## src/piyx_cfg.svh

```systemverilog
// Constants for the port-input and Y-increment execution block
`ifndef PIYX_CFG_SVH
`define PIYX_CFG_SVH
`define PIYX_OP_LOAD_ONE   10'h261
`define PIYX_OP_LOAD_TWO   10'h262
`define PIYX_OP_LOAD_THREE 10'h263
`define PIYX_OP_INC_Y      10'h013
`define PIYX_NIB_ZERO     4'h0
`define PIYX_NIB_ONE      4'h1
`define PIYX_HI2_ZERO     2'h0
`define PIYX_Y_RESET      4'h0
`define PIYX_A_RESET      4'h0
`endif

```

## src/piyx_pkg.sv

```systemverilog
// Types for the port-input and Y-increment execution block
package piyx_pkg;
    typedef enum logic [2:0] {
        PIYX_OP_NONE,
        PIYX_OP_PORT1,
        PIYX_OP_PORT2,
        PIYX_OP_PORT3,
        PIYX_OP_INCY
    } piyx_op_e;

    typedef struct packed {
        logic [3:0] one_s1;
        logic [3:0] one_s2;
        logic [3:0] one_s3;
        logic [3:0] one_v;
        logic [1:0] two_s1;
        logic [1:0] two_s2;
        logic [1:0] two_s3;
        logic [1:0] two_v;
        logic [1:0] three_s1;
        logic [1:0] three_s2;
        logic [1:0] three_s3;
        logic [1:0] three_v;
    } piyx_sync_s;

    typedef struct packed {
        logic [3:0] acc;
        logic [3:0] y;
        logic       carry;
        logic       skip_pending;
    } piyx_core_s;
endpackage : piyx_pkg

```

## src/piyx_exec.sv

```systemverilog
// Execution of the port-input and Y-increment-with-skip instructions
// How it works
// - Port-one input instruction copies all four port-one levels into accumulator.
// - Port-two input loads accumulator bits 1:0 from port two, clears 3:2.
// - Port-three input loads accumulator bits 1:0 from port three, clears 3:2.
// - Y increment adds one; a zero result skips the next instruction.
`timescale 1ns/1ps
`default_nettype none
`include "piyx_cfg.svh"
module piyx_exec (
    // Clock and reset
    input  wire logic       clk_sys,
    input  wire logic       rst,
    // Instruction from fetch/decode, one per cycle while valid
    input  wire logic       instr_valid,
    input  wire logic [9:0] instr_code,
    // Port input pins
    input  wire logic [3:0] port_one_inputs,
    input  wire logic [1:0] port_two_inputs,
    input  wire logic [1:0] port_three_inputs,
    // Carry flag load from the rest of the core
    input  wire logic       carry_we,
    input  wire logic       carry_in,
    // Register file view
    output logic      [3:0] acc,
    output logic      [3:0] y_reg,
    output logic            carry_flag,
    // Status to fetch stage
    output logic            instr_done,
    output logic            instr_skipped,
    output logic            skip_next
);
    logic [3:0] one_lvl;
    logic [1:0] two_lvl;
    logic [1:0] three_lvl;

    piyx_pin_sync u_sync (
        .clk_sys           (clk_sys),
        .rst               (rst),
        .port_one_inputs   (port_one_inputs),
        .port_two_inputs   (port_two_inputs),
        .port_three_inputs (port_three_inputs),
        .one_lvl           (one_lvl),
        .two_lvl           (two_lvl),
        .three_lvl         (three_lvl)
    );

    piyx_pkg::piyx_core_s st_q;
    piyx_pkg::piyx_core_s st_d;
    piyx_pkg::piyx_op_e   op;
    logic                 exec_en;
    logic [3:0]           y_inc;

    always_comb begin
        unique case (instr_code)
            `PIYX_OP_LOAD_ONE:   op = piyx_pkg::PIYX_OP_PORT1;
            `PIYX_OP_LOAD_TWO:   op = piyx_pkg::PIYX_OP_PORT2;
            `PIYX_OP_LOAD_THREE: op = piyx_pkg::PIYX_OP_PORT3;
            `PIYX_OP_INC_Y:      op = piyx_pkg::PIYX_OP_INCY;
            default:             op = piyx_pkg::PIYX_OP_NONE;
        endcase
    end

    // A pending skip turns the next valid word into an idle cycle
    assign exec_en = instr_valid && !st_q.skip_pending;
    // Four-bit add keeps the natural wrap from fifteen to zero
    assign y_inc   = st_q.y + `PIYX_NIB_ONE;

    always_comb begin
        st_d = st_q;
        if (carry_we) begin
            st_d.carry = carry_in;
        end
        if (instr_valid) begin
            st_d.skip_pending = 1'b0;
        end
        if (exec_en) begin
            unique case (op)
                piyx_pkg::PIYX_OP_PORT1: st_d.acc = one_lvl;
                piyx_pkg::PIYX_OP_PORT2: st_d.acc = {`PIYX_HI2_ZERO, two_lvl};
                piyx_pkg::PIYX_OP_PORT3: st_d.acc = {`PIYX_HI2_ZERO, three_lvl};
                piyx_pkg::PIYX_OP_INCY: begin
                    st_d.y            = y_inc;
                    st_d.skip_pending = (y_inc == `PIYX_NIB_ZERO);
                end
                piyx_pkg::PIYX_OP_NONE: ;
            endcase
        end
    end

    always_ff @(posedge clk_sys or posedge rst) begin
        if (rst) begin
            st_q <= '{acc: `PIYX_A_RESET, y: `PIYX_Y_RESET, carry: 1'b0, skip_pending: 1'b0};
        end else begin
            st_q <= st_d;
        end
    end

    assign acc           = st_q.acc;
    assign y_reg         = st_q.y;
    assign carry_flag    = st_q.carry;
    assign skip_next     = st_q.skip_pending;
    assign instr_done    = exec_en && (op != piyx_pkg::PIYX_OP_NONE);
    assign instr_skipped = instr_valid && st_q.skip_pending;

    chk_port1_load: assert property (@(posedge clk_sys) disable iff (rst)
        exec_en && op == piyx_pkg::PIYX_OP_PORT1 |=> acc == $past(one_lvl))
        else $error("port one load wrong");
    chk_port2_load: assert property (@(posedge clk_sys) disable iff (rst)
        exec_en && op == piyx_pkg::PIYX_OP_PORT2 |=> acc == {2'h0, $past(two_lvl)})
        else $error("port two load wrong");
    chk_port3_load: assert property (@(posedge clk_sys) disable iff (rst)
        exec_en && op == piyx_pkg::PIYX_OP_PORT3
        |=> acc[3:2] == 2'h0 && acc[1:0] == $past(three_lvl))
        else $error("port three load wrong");
    chk_y_incr: assert property (@(posedge clk_sys) disable iff (rst)
        exec_en && op == piyx_pkg::PIYX_OP_INCY |=> y_reg == 4'($past(y_reg) + 4'h1))
        else $error("Y increment wrong");
    chk_skip_zero: assert property (@(posedge clk_sys) disable iff (rst)
        exec_en && op == piyx_pkg::PIYX_OP_INCY |=> skip_next == (y_reg == 4'h0))
        else $error("skip flag disagrees with Y");
    chk_y_wrap: assert property (@(posedge clk_sys) disable iff (rst)
        exec_en && op == piyx_pkg::PIYX_OP_INCY && y_reg == 4'hF |=> y_reg == 4'h0 && skip_next)
        else $error("Y did not wrap");
    chk_skip_idle: assert property (@(posedge clk_sys) disable iff (rst)
        instr_skipped |=> $stable(acc) && $stable(y_reg) && !skip_next)
        else $error("skipped cycle changed state");
    chk_carry_kept: assert property (@(posedge clk_sys) disable iff (rst)
        !carry_we |=> $stable(carry_flag))
        else $error("carry changed without load");
endmodule : piyx_exec
`default_nettype wire

```

## src/piyx_pin_sync.sv

```systemverilog
// Three-stage synchronisers with agreement filter for the port input pins
`timescale 1ns/1ps
`default_nettype none
`include "piyx_cfg.svh"
module piyx_pin_sync (
    // Clock and reset
    input  wire logic       clk_sys,
    input  wire logic       rst,
    // Raw pins
    input  wire logic [3:0] port_one_inputs,
    input  wire logic [1:0] port_two_inputs,
    input  wire logic [1:0] port_three_inputs,
    // Filtered levels
    output logic      [3:0] one_lvl,
    output logic      [1:0] two_lvl,
    output logic      [1:0] three_lvl
);
    piyx_pkg::piyx_sync_s sy_q;
    piyx_pkg::piyx_sync_s sy_d;

    // Stage one feeds only stage two; a level counts once stages two and three agree
    always_comb begin
        sy_d          = sy_q;
        sy_d.one_s1   = port_one_inputs;
        sy_d.one_s2   = sy_q.one_s1;
        sy_d.one_s3   = sy_q.one_s2;
        sy_d.one_v    = (sy_q.one_s2 & sy_q.one_s3)
                      | (sy_q.one_v & (sy_q.one_s2 | sy_q.one_s3));
        sy_d.two_s1   = port_two_inputs;
        sy_d.two_s2   = sy_q.two_s1;
        sy_d.two_s3   = sy_q.two_s2;
        sy_d.two_v    = (sy_q.two_s2 & sy_q.two_s3)
                      | (sy_q.two_v & (sy_q.two_s2 | sy_q.two_s3));
        sy_d.three_s1 = port_three_inputs;
        sy_d.three_s2 = sy_q.three_s1;
        sy_d.three_s3 = sy_q.three_s2;
        sy_d.three_v  = (sy_q.three_s2 & sy_q.three_s3)
                      | (sy_q.three_v & (sy_q.three_s2 | sy_q.three_s3));
    end

    always_ff @(posedge clk_sys or posedge rst) begin
        if (rst) begin
            sy_q <= '0;
        end else begin
            sy_q <= sy_d;
        end
    end

    assign one_lvl   = sy_q.one_v;
    assign two_lvl   = sy_q.two_v;
    assign three_lvl = sy_q.three_v;
endmodule : piyx_pin_sync
`default_nettype wire

```

## config.mk

```make
export PLATFORM = sky130hd
export DESIGN_NAME = piyx_exec
export DESIGN_NICKNAME = d
export VERILOG_FILES = /design/src/piyx_pkg.sv /design/src/piyx_exec.sv /design/src/piyx_pin_sync.sv
export VERILOG_INCLUDE_DIRS = /design/src
export SDC_FILE = /design/constraint.sdc
export NUM_CORES = 1
export LEC_CHECK = 0
export ABC_AREA = 0
export BUFFER_PORTS_ARGS = -buffer_cell sky130_fd_sc_hd__buf_2
export CAP_MARGIN = 15
export CORE_UTILIZATION = 56
export DETAILED_ROUTE_END_ITERATION = 8
export HOLD_SLACK_MARGIN = 0.02
export PLACE_DENSITY_LB_ADDON = 0.05
export SETUP_SLACK_MARGIN = 0.1
export SLEW_MARGIN = 0
export SYNTH_ARGS = -nofsm -noshare
export SYNTH_HDL_FRONTEND = slang
export SYNTH_HIERARCHICAL = 1
export SYNTH_SLANG_ARGS = --single-unit
```

## constraint.sdc

```tcl
create_clock -name clk_sys -period 3 [get_ports clk_sys]
set_input_delay 0.45 -clock clk_sys [delete_from_list [all_inputs] [get_ports clk_sys]]
set_output_delay 0.45 -clock clk_sys [all_outputs]
set_load 0.05 [all_outputs]
```

==> results.sh <==
export IMPL_start_util_pct=60.6
export IMPL_power_internal_w=0.000743
export IMPL_clockRootBuffer="clkbuf_4"
export IMPL_drc=0
export IMPL_cts_sinks=42
export IMPL_clockPowerShare_pct=29.5
export IMPL_hpwl_mm=1.68
export IMPL_final_antenna_net_count=0
export IMPL_hp_class="in2async"
export IMPL_worstSetupPathType="reg2out"
export IMPL_synthTopCellsByArea="dfrtp_1 (68%), maj3_2 (5.8%), mux2_2 (4.4%)"
export IMPL_yosysSeqAreaShare_pct=68.1
export IMPL_timing_final_ws_setup_ps=962
export IMPL_setup_viol_count_final=0
export IMPL_finalMaxSlewViolations=0
export IMPL_die_w_um=54.5
export IMPL_cts_hold_buffers=0
export IMPL_first_pass_iters=4
export IMPL_r2r_start="skip_next"
export IMPL_avgSynthCellArea_sq_um=15.3
export IMPL_wirelength_mm=2.26
export IMPL_layout_nets=158
export IMPL_core_area_sq_mm=0.00254
export IMPL_grt_pass1_vias=811
export IMPL_tightest_slew_ps=391
export IMPL_final_layout_size_suffix_gt1_share_pct=44.4
export IMPL_syn_num_nets=125
export IMPL_pwr_share_comb_pct=8.0
export IMPL_grt_max_degree=33
export IMPL_cap_violations=0
export IMPL_synth_top_cell_area_share_pct=68.1
export IMPL_relSlewSlack_pct=73.9
export IMPL_final_util_pct=69.0
export IMPL_cts_resized=0
export IMPL_h_tree_depth=2
export IMPL_clk_latency_ps=350
export IMPL_dp_slack_ps=1140
export IMPL_leakage_nw=0.861
export IMPL_largest_register_ffs=16
export IMPL_power_frac_seq_pct=62.5
export IMPL_grt_pass1_wl_mm=3.41
export IMPL_placementRows=18
export IMPL_ys_ff_latch=42
export IMPL_place_area_sq_mm=0.00169
export IMPL_critical_path_startpoint="skip_next"
export IMPL_synthArstFlopShare_pct=100
export IMPL_finClkSkew_ps=3.15
export IMPL_hold_viol_final=0
export IMPL_gp_congestion=0.735
export IMPL_clk_pin_slew_ps=120
export IMPL_critPathLaunchType="flip-flop"
export IMPL_period_minus_slack_ps=2040
export IMPL_crit_path_end="instr_done"
export IMPL_reg2regPathDepth=3
export IMPL_endpoint_kind="output pin"
export IMPL_viasPerCell=5.18
export IMPL_rsz0062_at_grt="false"
export IMPL_switchingPower_w=0.000237
export IMPL_syn_inst=101
export IMPL_cts_buffer_depth=2
export IMPL_tns_ps=0
export IMPL_slowest_delay_ps=440
export IMPL_dieHeight_um=54.5
export IMPL_p_total_w=0.000980
export IMPL_overflow=0
export IMPL_track_usage_pct=17.8
export IMPL_cp_max_fo=5
export IMPL_antenna_found_initial=0
export IMPL_period_share_pct=67.9
export IMPL_yosysUniqueCellTypes=23
export IMPL_area_delta_synth_final_pct=13.9
export IMPL_wire_per_inst_um=13.7
export IMPL_cts_tree="yes"
export IMPL_synthFlopType="dfrtp_1"
export IMPL_diodes=0
export IMPL_fill_cells=185
export IMPL_initialDrtViolationCount=12
export IMPL_portBuffers=34
export IMPL_p_sw_share_pct=24.1
export IMPL_yosysWarnings=6
export IMPL_cts_buffers=5
export IMPL_status="finished clean"
export IMPL_path_cells="nor4b_4 > nand2_1 > a21oi_1 > buf_2"
export IMPL_cts_setup_buffers=0
export IMPL_critPathRequiredTime_ps=2550
export IMPL_ir_worst_vdd_uv=467
export IMPL_yosysTopAreaCell="dfrtp_1"
export IMPL_power_density_mw_per_mm2=558
export IMPL_die_area_sq_mm=0.00297
export IMPL_fmax_mhz=491
export IMPL_num_io_pins=35
export IMPL_syn_area_sq_mm=0.00154
export IMPL_via_count=855
export IMPL_worst_r2r_setup_slack_ps=1460
export IMPL_slowest_stage="dfrtp_1"
export IMPL_r2r_end="acc[1]"
export IMPL_fin_area_sq_mm=0.00176
export IMPL_cp_arrival_ps=1590
export IMPL_synth_edf_count=0
cell usage after synthesis, types with 3 or more instances:
master,instances
dfrtp_1,42
buf_4,8
maj3_2,8
mux2_2,6
a21oi_1,4
inv_1,3
nand4_1,3
nor2_1,3
xnor2_1,3
cell families after synthesis:
kind of cell    count (synthesis)  synth area share [%]
buf+inv                        12                  4.95
compound gates                  8                  3.16
flops                          42                  68.1
mux                             8                  5.68
xor+xnor                        3                  1.70
simple gates                   19                  9.73
fa+ha+maj                       9                  6.65
how the worst min path moves through the flow:
stage / start / endpoint / slack (ps) / cells after the start
6_report: rst / carry_flag / 70 / 2
2_1_floorplan: rst / acc[0] / 290 / 1
3_3_place_gp: u_sync/sy_d[27] / u_sync/sy_d[23] / 330 / 0
3_5_place_dp: u_sync/sy_d[24] / u_sync/sy_d[20] / 340 / 0
4_1_cts: rst / acc[0] / 70 / 2
5_1_grt: rst / acc[1] / 90 / 2
layout make-up:
type                       count  area (sq um)  share of cell area (%)
sequential                    42          1050                    59.8
multi-input combinational     47           415                    23.6
timing repair buffer          35           178                    10.1
clock buffer                   6          51.3                    2.92
tap                           30          37.5                    2.14
clock inverter                 2          12.5                   0.712
inverter                       3          11.3                   0.641
critical path: cells and delay by family, from the launching register on:
family | cells | cell delay, ps
flops | 1 | 440
simple gates | 2 | 410
buf+inv | 1 | 270
compound gates | 1 | 110
power by group through the flow:
stage / clock network [W] / registers (W) / logic, W
global route: 0.000316 / 0.000617 / 0.0000866
global placement: 0 / 0.000622 / 0.0000765
CTS: 0.000297 / 0.000613 / 0.0000797
finish: 0.000289 / 0.000613 / 0.0000782
floorplan: 0 / 0.000632 / 0.0000513
detailed placement: 0 / 0.000624 / 0.0000792
through the flow:
stage | cells | hold slack (ps)
finish | 165 | 68.4
global route | 165 | 86.8
CTS | 165 | 72.6
detailed placement | 157 | 341
global placement | 157 | 332
floorplan | 101 | 290
placed cells by master (no fill, tap or decap), types with 3 or more instances in the layout:
master / netlist / final
dfrtp_1: 42 / 42
buf_2: 1 / 34
maj3_2: 8 / 8
mux2_2: 6 / 6
clkbuf_4: 0 / 5
a21oi_1: 4 / 4
nor2_1: 3 / 3
nand4_1: 3 / 3
xnor2_1: 3 / 3
inv_1: 3 / 3
routing by layer:
metal	track usage, %	wire, um	vias to the layer above	part of all wire, %
met5	0	0	-	0
met4	8.97	32	0	1.4
met3	7.50	128	3	5.7
met2	29.3	1130	29	50
met1	19.8	964	417	43
li1	-	-	406	-
No activity file was read; power rests on OpenSTA's default activity.
